File: src/logic/asr_pkg.sv
// Constants for the asynchronous serial receiver
// Functional notes
// - Sample the line at sixteen times the bit rate; shift once per bit.
// - Move a full 8- or 9-bit character at once into a two-deep FIFO.
// - Falling edge starts reception; recheck line low at half a bit.
// - Start bit high at midpoint: abandon silently, look for edge again.
// - Each later bit sampled one bit apart by majority vote, shifted in.
// - Stop bit sampled one bit after data; low sets framing error, high clears.
// - After stop bit, write character into FIFO and raise pending flag.
// - Reading the data register returns oldest character and pops it.
// - Polarity control zero is true data; one inverts the line in async mode.
// - Pending flag high exactly while enabled with an unread character.
// - Interrupt only when receive, peripheral and global enables are all set.
// - Framing error stored per entry; status shows oldest unread entry.
// - Framing error never blocks reception nor interrupts; read-only, no clear.
// - Port enable clear resets block and framing error; receiver enable does not.
// - Third character with FIFO full sets overrun and blocks further reception.
// - Clearing receiver or port enable clears overrun; software must do so.
// - Nine-bit mode shifts nine bits; ninth bit of oldest entry shown apart.
// - Address detect in nine-bit mode keeps only characters whose ninth bit is set.
package asr_pkg;
  localparam int unsigned OVERSAMPLE = 16;
  localparam logic [3:0] HALF_BIT_TICKS = 4'h7;
  localparam logic [3:0] FULL_BIT_TICKS = 4'hF;
  localparam logic [3:0] DATA_BITS_8 = 4'h8;
  localparam logic [3:0] DATA_BITS_9 = 4'h9;
  localparam int unsigned FIFO_DEPTH = 2;
  localparam logic [1:0] FIFO_CNT_FULL = 2'h2;
  localparam logic [8:0] SHIFT_RESET = 9'h000;

  typedef enum logic [1:0] {
    ASR_IDLE = 2'b00,
    ASR_START = 2'b01,
    ASR_DATA = 2'b10,
    ASR_STOP = 2'b11
  } asr_state_e;
endpackage

File: src/logic/asr_receiver.sv
// Asynchronous serial receiver with two-deep FIFO and address filtering
`timescale 1ns/1ps
module asr_receiver (
  input wire logic clk,
  input wire logic rst,
  input wire logic clk_en,
  input wire logic baud_tick16,
  input wire logic serial_rx_pin,
  input wire logic port_enable,
  input wire logic rx_enable,
  input wire logic sync_mode,
  input wire logic nine_bit_rx_select,
  input wire logic address_detect_enable,
  input wire logic rx_polarity_invert,
  input wire logic rx_irq_enable,
  input wire logic peripheral_irq_enable,
  input wire logic global_irq_enable,
  input wire logic rx_data_read,
  output logic [7:0] rx_data_reg,
  output logic rx_ninth_bit,
  output logic framing_error,
  output logic overrun_error,
  output logic rx_pending_flag,
  output logic rx_irq
);

  ////////////////////////////////////////////////////////////////////////////
  // Line conditioning
  logic line_reg;
  logic line_prev_reg;
  logic [2:0] vote_reg;
  logic line_now;
  logic vote_bit;
  logic active;

  // Polarity applies in async mode only
  // line inversion
  assign line_now = (rx_polarity_invert & ~sync_mode) ? ~serial_rx_pin : serial_rx_pin;
  assign active = port_enable & rx_enable & ~sync_mode;

  // Reset to the idle level so no false edge follows reset
  always_ff @(posedge clk or posedge rst) begin
    if (rst) begin
      line_reg <= 1'b1;
      line_prev_reg <= 1'b1;
    end else if (clk_en) begin
      line_reg <= line_now;
      line_prev_reg <= line_reg;
    end
  end

  always_ff @(posedge clk or posedge rst) begin
    if (rst) begin
      vote_reg <= 3'h7;
    end else if (clk_en) begin
      if (baud_tick16) begin
        vote_reg <= {vote_reg[1:0], line_reg};
      end
    end
  end

  assign vote_bit = (vote_reg[0] & vote_reg[1]) | (vote_reg[1] & vote_reg[2]) |
                    (vote_reg[0] & vote_reg[2]);

  ////////////////////////////////////////////////////////////////////////////
  // Bit recovery state machine
  asr_pkg::asr_state_e state_reg;
  logic [3:0] tick_reg;
  logic [3:0] bit_cnt_reg;
  logic [8:0] rx_shift_reg;
  logic char_done;
  logic char_framing_error;
  logic [8:0] char_data;
  logic [3:0] bits_needed;

  assign bits_needed = nine_bit_rx_select ? asr_pkg::DATA_BITS_9 : asr_pkg::DATA_BITS_8;

  always_ff @(posedge clk or posedge rst) begin
    if (rst) begin
      state_reg <= asr_pkg::ASR_IDLE;
      tick_reg <= 4'h0;
      bit_cnt_reg <= 4'h0;
      rx_shift_reg <= asr_pkg::SHIFT_RESET;
      char_done <= 1'b0;
      char_framing_error <= 1'b0;
      char_data <= asr_pkg::SHIFT_RESET;
    end else if (clk_en) begin
      char_done <= 1'b0;
      if (!active || overrun_error) begin
        state_reg <= asr_pkg::ASR_IDLE;
        tick_reg <= 4'h0;
        bit_cnt_reg <= 4'h0;
        if (!port_enable) begin
          rx_shift_reg <= asr_pkg::SHIFT_RESET;
        end
      end else begin
        unique case (state_reg)
          asr_pkg::ASR_IDLE: begin
            if (line_prev_reg && !line_reg) begin
              state_reg <= asr_pkg::ASR_START;
              tick_reg <= 4'h0;
            end
          end
          asr_pkg::ASR_START: begin
            if (baud_tick16) begin
              if (tick_reg == asr_pkg::HALF_BIT_TICKS) begin
                tick_reg <= 4'h0;
                bit_cnt_reg <= 4'h0;
                state_reg <= vote_bit ? asr_pkg::ASR_IDLE : asr_pkg::ASR_DATA;
              end else begin
                tick_reg <= tick_reg + 4'h1;
              end
            end
          end
          asr_pkg::ASR_DATA: begin
            if (baud_tick16) begin
              if (tick_reg == asr_pkg::FULL_BIT_TICKS) begin
                tick_reg <= 4'h0;
                // LSB first; nine bits land MSB at bit 8
                if (nine_bit_rx_select) begin
                  rx_shift_reg <= {vote_bit, rx_shift_reg[8:1]};
                end else begin
                  rx_shift_reg <= {1'b0, vote_bit, rx_shift_reg[7:1]};
                end
                bit_cnt_reg <= bit_cnt_reg + 4'h1;
                if (bit_cnt_reg + 4'h1 == bits_needed) begin
                  state_reg <= asr_pkg::ASR_STOP;
                end
              end else begin
                tick_reg <= tick_reg + 4'h1;
              end
            end
          end
          asr_pkg::ASR_STOP: begin
            if (baud_tick16) begin
              if (tick_reg == asr_pkg::FULL_BIT_TICKS) begin
                tick_reg <= 4'h0;
                // stop bit sets or clears error
                char_framing_error <= ~vote_bit;
                char_data <= rx_shift_reg;
                char_done <= 1'b1;
                state_reg <= asr_pkg::ASR_IDLE;
              end else begin
                tick_reg <= tick_reg + 4'h1;
              end
            end
          end
        endcase
      end
    end
  end

  ////////////////////////////////////////////////////////////////////////////
  // Receive FIFO, two entries with per-entry framing error
  logic [8:0] fifo_data [asr_pkg::FIFO_DEPTH];
  logic [1:0] fifo_framing_error;
  logic [1:0] count_reg;
  logic accept;
  logic pop;
  logic push;

  // in nine-bit mode the address filter keeps ninth-bit characters only
  assign accept = ~(address_detect_enable & nine_bit_rx_select & ~char_data[8]);
  assign pop = rx_data_read & (count_reg != 2'h0);
  // push after stop
  // A pop in the same cycle frees a slot, so a full FIFO still takes the character
  assign push = char_done & accept & ((count_reg != asr_pkg::FIFO_CNT_FULL) | pop);

  always_ff @(posedge clk or posedge rst) begin
    if (rst) begin
      count_reg <= 2'h0;
    end else if (clk_en) begin
      if (!port_enable) begin
        count_reg <= 2'h0;
      end else begin
        count_reg <= count_reg + {1'b0, push} - {1'b0, pop};
      end
    end
  end

  // Data storage is not cleared with the port off; the zero count hides it
  always_ff @(posedge clk or posedge rst) begin
    if (rst) begin
      fifo_data[0] <= asr_pkg::SHIFT_RESET;
      fifo_data[1] <= asr_pkg::SHIFT_RESET;
      fifo_framing_error <= 2'h0;
    end else if (clk_en) begin
      if (!port_enable) begin
        fifo_framing_error <= 2'h0;
      end else begin
        if (pop) begin
          fifo_data[0] <= fifo_data[1];
          fifo_framing_error[0] <= fifo_framing_error[1];
        end
        if (push) begin
          if (pop ? (count_reg == 2'h2) : (count_reg == 2'h1)) begin
            fifo_data[1] <= char_data;
            fifo_framing_error[1] <= char_framing_error;
          end else begin
            fifo_data[0] <= char_data;
            fifo_framing_error[0] <= char_framing_error;
          end
        end
      end
    end
  end

  ////////////////////////////////////////////////////////////////////////////
  // Overrun
  always_ff @(posedge clk or posedge rst) begin
    if (rst) begin
      overrun_error <= 1'b0;
    end else if (clk_en) begin
      if (!port_enable || !rx_enable) begin
        overrun_error <= 1'b0;
      end else if (char_done && accept && count_reg == asr_pkg::FIFO_CNT_FULL && !pop) begin
        overrun_error <= 1'b1;
      end
    end
  end

  ////////////////////////////////////////////////////////////////////////////
  // Status outputs, registered from next FIFO state
  logic [1:0] count_next;
  logic [8:0] head_next;
  logic framing_error_next;

  // Mirrors FIFO update so outputs line up with the entry they describe
  always_comb begin
    count_next = count_reg + {1'b0, push} - {1'b0, pop};
    if (!port_enable) begin
      count_next = 2'h0;
    end
    if (pop) begin
      head_next = (count_reg == 2'h1) ? char_data : fifo_data[1];
      framing_error_next = (count_reg == 2'h1) ? char_framing_error : fifo_framing_error[1];
    end else if (count_reg == 2'h0) begin
      head_next = char_data;
      framing_error_next = char_framing_error;
    end else begin
      head_next = fifo_data[0];
      framing_error_next = fifo_framing_error[0];
    end
  end

  always_ff @(posedge clk or posedge rst) begin
    if (rst) begin
      rx_data_reg <= 8'h00;
      rx_ninth_bit <= 1'b0;
    end else if (clk_en) begin
      rx_data_reg <= head_next[7:0];
      rx_ninth_bit <= head_next[8] & (count_next != 2'h0);
    end
  end

  always_ff @(posedge clk or posedge rst) begin
    if (rst) begin
      framing_error <= 1'b0;
    end else if (clk_en) begin
      framing_error <= framing_error_next & (count_next != 2'h0);
    end
  end

  always_ff @(posedge clk or posedge rst) begin
    if (rst) begin
      rx_pending_flag <= 1'b0;
    end else if (clk_en) begin
      rx_pending_flag <= rx_enable & (count_next != 2'h0);
    end
  end

  // all three enables gate the request
  // Built from the next FIFO state so the request rises with the flag
  always_ff @(posedge clk or posedge rst) begin
    if (rst) begin
      rx_irq <= 1'b0;
    end else if (clk_en) begin
      rx_irq <= rx_enable & (count_next != 2'h0) & rx_irq_enable &
                peripheral_irq_enable & global_irq_enable;
    end
  end

endmodule

File: config.mk
export PLATFORM = sky130hd
export DESIGN_NAME = asr_receiver
export DESIGN_NICKNAME = d
export VERILOG_FILES = /design/src/logic/asr_pkg.sv /design/src/logic/asr_receiver.sv
export SDC_FILE = /design/constraint.sdc
export NUM_CORES = 1
export LEC_CHECK = 0
export ABC_CLOCK_PERIOD_IN_PS = 3100
export BUFFER_PORTS_ARGS = -buffer_cell sky130_fd_sc_hd__buf_4
export CORE_UTILIZATION = 60
export DETAILED_ROUTE_END_ITERATION = 10
export GPL_TIMING_DRIVEN = 1
export HOLD_SLACK_MARGIN = 0.06
export PLACE_DENSITY = 0.8
export SETUP_SLACK_MARGIN = 0.15
export SYNTH_ARGS = -nofsm -noshare
export SYNTH_HDL_FRONTEND = slang
export SYNTH_SLANG_ARGS = --single-unit
export TNS_END_PERCENT = 100
File: constraint.sdc
create_clock -name clk -period 3.1 [get_ports clk]
set_input_delay 0.775 -clock clk [delete_from_list [all_inputs] [get_ports clk]]
set_output_delay 0.775 -clock clk [all_outputs]
set_load 0.02 [all_outputs]
Yosys cells after proc, flatten, opt, wreduce, memory -nomap -nowiden
Index checks and enable logic that the tools add are counted.

Bits of input ports: 15. Register bits: 70. Logic and storage cells: 158.

Equal/unequal tests: 21. $add $sub $neg: 4. Multiplexer cells: 55. Reduce and logical (&&, ||, !) cells: 31. Bitwise gates (word level): 26.

Operators with widths (count): $mux 9 (12); $mux 4 (11); $mux 2 (13); $ne 3x3->1 const B (8); $mux 18 (1); $and 1x1->1 (17); $mux 1 (15); $pmux 4 s3 (1); $reduce_bool 2->1 (6); $reduce_and 5->1 (2); $reduce_and 9->1 (1); $add 4x1->4 const B (2); $pmux 2 s4 (1); $pmux 4 s2 (1); $reduce_and 4->1 (2); $eq 2x2->1 const B (3); $not 1->1 (6); $reduce_and 2->1 (3); $reduce_and 6->1 (1); $logic_not 1->1 (5); $eq 2x1->1 const B (2); $eq 4x3->1 const B (1); $eq 4x4->1 (1); $eq 4x4->1 const B (1); other kinds (12) (21).

Depth between registers and ports, before layout
Depth in word-level cells: 13. Depth in mapped cells: 10. Gate-level depth less buffers: 10.

Worst setup path after synthesis
OpenSTA, ideal clock, no wires.

Kind: input to register. Start point: input port address_detect_enable. End point: register framing_error. Cell stages on the path: 10. Setup slack: 0.519 ns. Library setup time: 0.101 ns. Data required time: 2.999 ns. Arrival: 2.480 ns. Path buffers: 0. Path through: and3b_1 > nor2_1 > o21ai_0 > ha_1 > inv_1 > ha_1 > xnor2_1 > xnor2_1 > o21ai_0 > o32ai_1.

Word-level cells in the longest chain between the ends: 10.

Ends and longest elaborated chain: from (decl) (RTL line asr_receiver.sv:13) `input wire logic address_detect_enable,`; $and 1x1->1 (2 in a row) (RTL line asr_receiver.sv:163) `assign accept = ~(address_detect_enable & nine_bit_rx_select & ~char_data[8]);`; $not 1->1 (RTL line asr_receiver.sv:163); $and 1x1->1 (2 in a row) (RTL line asr_receiver.sv:167) `assign push = char_done & accept & ((count_reg != asr_pkg::FIFO_CNT_FULL) | pop);`; $add 2x1->2 (RTL line asr_receiver.sv:230) `count_next = count_reg + {1'b0, push} - {1'b0, pop};`; $sub 2x1->2 (RTL line asr_receiver.sv:230); $mux 2 (RTL line asr_receiver.sv:231) `if (!port_enable) begin`; $reduce_bool 2->1 (RTL line asr_receiver.sv:260) `framing_error <= framing_error_next & (count_next != 2'h0);`; $and 1x1->1 (RTL line asr_receiver.sv:260); to (signal assigned) (RTL line asr_receiver.sv:260); to (decl) (RTL line asr_receiver.sv:21) `output logic framing_error,`.

Every way passes these cells. A chain may end at the register's enable or synchronous reset.

Worst setup path after layout
Start point: register count_reg[1]. End point: register framing_error.

Word-level cells in the longest chain between the ends: 9. Elaborated cells between the ends (all ways): 15. Those cells by class: add/sub: 2; eq/ne: 2; mux: 4; bitwise: 4; reduce/logical: 3.

Ends and longest elaborated chain: from (decl) (RTL line asr_receiver.sv:157) `logic [1:0] count_reg;`; from (signal assigned) (RTL line asr_receiver.sv:176) `count_reg <= count_reg + {1'b0, push} - {1'b0, pop};`; $reduce_bool 2->1 (RTL line asr_receiver.sv:164) `assign pop = rx_data_read & (count_reg != 2'h0);`; $and 1x1->1 (RTL line asr_receiver.sv:164); $or 1x1->1 (RTL line asr_receiver.sv:167); $and 1x1->1 (RTL line asr_receiver.sv:167); $add 2x1->2 (RTL line asr_receiver.sv:230); $sub 2x1->2 (RTL line asr_receiver.sv:230); $mux 2 (RTL line asr_receiver.sv:231); $reduce_bool 2->1 (RTL line asr_receiver.sv:260); $and 1x1->1 * (RTL line asr_receiver.sv:260).

Mark *: on every way between the ends. The rest lies on a longest branch, timed or not.

==> flow_metrics.env <==
export IMPL_stdcell_area_sq_um=4000
export IMPL_finClkSkew_ns=0.00515
export IMPL_grt_setup_unrepaired="no"
export IMPL_cp_arrival_ns=2.99
export IMPL_slew_headroom_pct=63.3
export IMPL_ys_types=61
export IMPL_cp_max_fo=16
export IMPL_firstDrtPassIters=5
export IMPL_n_antenna_cell=0
export IMPL_io_buffer_count=27
export IMPL_antenna_found_initial=0
export IMPL_synth_edff_count=0
export IMPL_area_growth_pct=12.7
export IMPL_cts_buffers=9
export IMPL_vias_per_cell=6.44
export IMPL_clock_root_buffer="clkbuf_8"
export IMPL_r2r_start="count_reg[1]$_DFFE_PP0P_"
export IMPL_netlist_area_sq_um=3550
export IMPL_worstSkewPairLatency_ns=0.35
export IMPL_r2r_slack_ns=0.36
export IMPL_largest_reg_flops=18
export IMPL_worst_hold_path_type="reg2reg"
export IMPL_htreeDepth=3
export IMPL_slew_viol_final=0
export IMPL_io_pins=28
export IMPL_critical_path_startpoint="count_reg[1]$_DFFE_PP0P_"
export IMPL_cap_violations=0
export IMPL_gp_congestion=0.849
export IMPL_die_y_um=78.9
export IMPL_whs_ns=0.483
export IMPL_cp_slowest_cell="dfrtp_1"
export IMPL_core_rowCount=27
export IMPL_drc=0
export IMPL_grt_pass1_vias=2702
export IMPL_grt_start_max_net_pins=71
export IMPL_die_w_um=78.9
export IMPL_p_leak_nw=1.82
export IMPL_path_clk_slew_ns=0.08
export IMPL_fmax_ghz=0.365
export IMPL_setup_viol=0
export IMPL_ctsHoldBuffers=0
export IMPL_syn_num_nets=350
export IMPL_drt_iter0_markers=302
export IMPL_outcome="finished, final reports clean"
export IMPL_path_class="reg2reg"
export IMPL_end_kind="flip-flop"
export IMPL_drive_gt1_share_pct=24.0
export IMPL_setup_tns_ns=0
export IMPL_ys_seq_elements=70
export IMPL_reg2reg_to="framing_error$_DFFE_PP0P_"
export IMPL_tightestPinTransition_ns=0.550
export IMPL_period_minus_slack_ns=2.74
export IMPL_post_route_period_util_pct=88.5
export IMPL_grt_overflow=0
export IMPL_place_area_sq_um=3780
export IMPL_drt_total_wl_mm=7.62
export IMPL_ant_nets=0
export IMPL_start_kind="flip-flop"
export IMPL_ir_worst_vdd_v=0.000282
export IMPL_max_clock_path_buffers=2
export IMPL_cts_tree="built"
export IMPL_dp_hpwl_mm=4.92
export IMPL_nNetsFinal=373
export IMPL_wire_per_inst_um=17.7
export IMPL_grt_pass1_wl_mm=12.9
export IMPL_clock_sinks=70
export IMPL_worstSetupEndpoint="framing_error$_DFFE_PP0P_"
export IMPL_coreArea_sq_um=5610
export IMPL_yosysWarnings=0
export IMPL_min_path_cells=2
export IMPL_cp_cell_sequence="o21ai_0 -> inv_1 -> ha_1 -> inv_1 -> ha_1 -> xnor2_1 -> xnor2_1 -> o21ai_1 -> o32ai_1"
export IMPL_async_reset_ff_share_pct=100
export IMPL_synth_seq_area_share_pct=49.6
export IMPL_slowest_delay_ns=0.58
export IMPL_start_util_pct=63.3
export IMPL_reg2regPathDepth=9
export IMPL_power_density_nw_per_um2=612
export IMPL_synthFlopType="dfrtp_1"
export IMPL_syn_avg_cell_area_sq_um=10.7
export IMPL_required_ns=3.34
export IMPL_grtUsageTotal_pct=27.5
export IMPL_netlist_instances=331
export IMPL_timing_hold_violations_final=0
export IMPL_vias=2768
export IMPL_die_area_sq_um=6220
-- routing by layer --
| layer | track usage (%) | up-vias | share of wire, % | routed length (um) |
|---|---|---|---|---|
| li1 | - | 1268 | - | - |
| met2 | 43.2 | 113 | 48 | 3670 |
| met3 | 4.94 | 23 | 5.1 | 391 |
| met1 | 35.6 | 1364 | 44 | 3330 |
| met4 | 16.4 | 0 | 3.1 | 233 |
| met5 | 0 | - | 0 | 0 |
-- layout by cell type (no fill, tap or decap), types with 6 or more instances in the layout --
| master | n |
|---|---|
| a21oi_1 | 7 |
| o21ai_1 | 6 |
| o21ai_0 | 11 |
| mux2_2 | 19 |
| inv_1 | 15 |
| clkbuf_8 | 11 |
| o22ai_1 | 19 |
| mux2i_1 | 7 |
| buf_4 | 27 |
| nor2_1 | 21 |
| a2bb2oi_1 | 9 |
| dfrtp_1 | 65 |
| nand2_1 | 31 |
| o31ai_1 | 10 |
-- Yosys cell counts (all sizes together) (2+ instances only) --
master   instances  share of area (%)
dfstp            5                3.7
clkbuf           7               0.74
nand3b           5                1.1
or3b             2               0.56
o32ai            2               0.49
mux2            24                8.1
a21o             2               0.42
or4              2               0.42
and2             2               0.35
buf              9                1.6
nand3            5               0.71
a221o            2               0.56
mux2i            7                2.0
dfrtp           65                 46
nand2b           3               0.53
o31ai           11                2.5
a32o             2               0.56
o2bb2ai          4               0.99
o22ai           19                3.4
nor2            21                2.2
nand2           32                3.6
nor2b            4               0.71
a22o             2               0.49
ha               4                1.4
a21oi            8                1.2
nor3             4               0.56
a211oi           3               0.99
a2bb2oi          9                2.2
o21ai           17                2.4
xnor2            5                1.2
inv             17                1.8
or2              2               0.35
a31oi            3               0.53
nand4            6                1.2
-- timing repair --
action,in CTS,in global routing
gates resized for setup,0,1
endpoints found under the setup margin,0,1
setup buffers,0,0
-- stage by stage --
stage / cells / power (W) / setup WS (ns) / util, %
after floorplan: 331 / 0.00147 / 0.519 / -
after global placement: 415 / 0.00160 / 0.222 / 67.4
after detailed placement: 415 / 0.00162 / 0.0828 / 67.4
after CTS: 430 / 0.00245 / 0.313 / 71.3
after global routing: 430 / 0.00255 / 0.240 / 71.3
final: 430 / 0.00245 / 0.358 / 71.3
-- where the power goes --
group	total (W)	leakage [nW]	internal (W)	switching [W]
clock	0.000831	0.115	0.000490	0.000342
sequential	0.00114	0.942	0.00104	0.0000992
combinational	0.000473	0.765	0.000221	0.000252
total	0.00245	1.82	0.00176	0.000693
-- how the worst min path moves through the flow --
stage                               startpoint                         end  slack, ns
finish              rx_data_reg[6]$_DFFE_PP0P_  rx_data_reg[6]$_DFFE_PP0P_       0.48
detailed placement  rx_data_reg[6]$_DFFE_PP0P_  rx_data_reg[6]$_DFFE_PP0P_       0.47
global placement    rx_data_reg[6]$_DFFE_PP0P_  rx_data_reg[6]$_DFFE_PP0P_       0.46
global route                rx_irq$_DFFE_PP0P_          rx_irq$_DFFE_PP0P_       0.50
CTS                 rx_data_reg[6]$_DFFE_PP0P_  rx_data_reg[6]$_DFFE_PP0P_       0.49
floorplan              tick_reg[1]$_DFFE_PP0P_     tick_reg[1]$_DFFE_PP0P_       0.47
-- kinds of logic (layout without fill, tap and decap cells) --
family,Yosys count,in the layout,share of synthesized area (%)
adder cells (fa/ha/maj),5,5,1.69
AND/OR/NAND/NOR,95,95,14.6
buffers and inverters,33,60,4.13
AO/OA/AOI/OAI,92,92,18.7
XOR/XNOR,5,5,1.23
multiplexers,31,31,10.1
flip-flops,70,70,49.6
-- critical path, delay by kind of cell, from the launching register on --
family / cells / cell delay (ns)
AO/OA/AOI/OAI: 3 / 0.96
XOR/XNOR: 2 / 0.45
adder cells (fa/ha/maj): 2 / 0.50
buffers and inverters: 2 / 0.15
flip-flops: 1 / 0.58
-- layout make-up --
class,count,area [sq um]
Clock buffer,11,151
Clock inverter,4,70.1
Fill cell,425,1610
Inverter,17,63.8
Sequential cell,70,1760
Multi-Input combinational cell,228,1640
Tap cell,72,90.1
Timing Repair Buffer,28,223
Note: power is estimated with default switching activity, not from simulation.
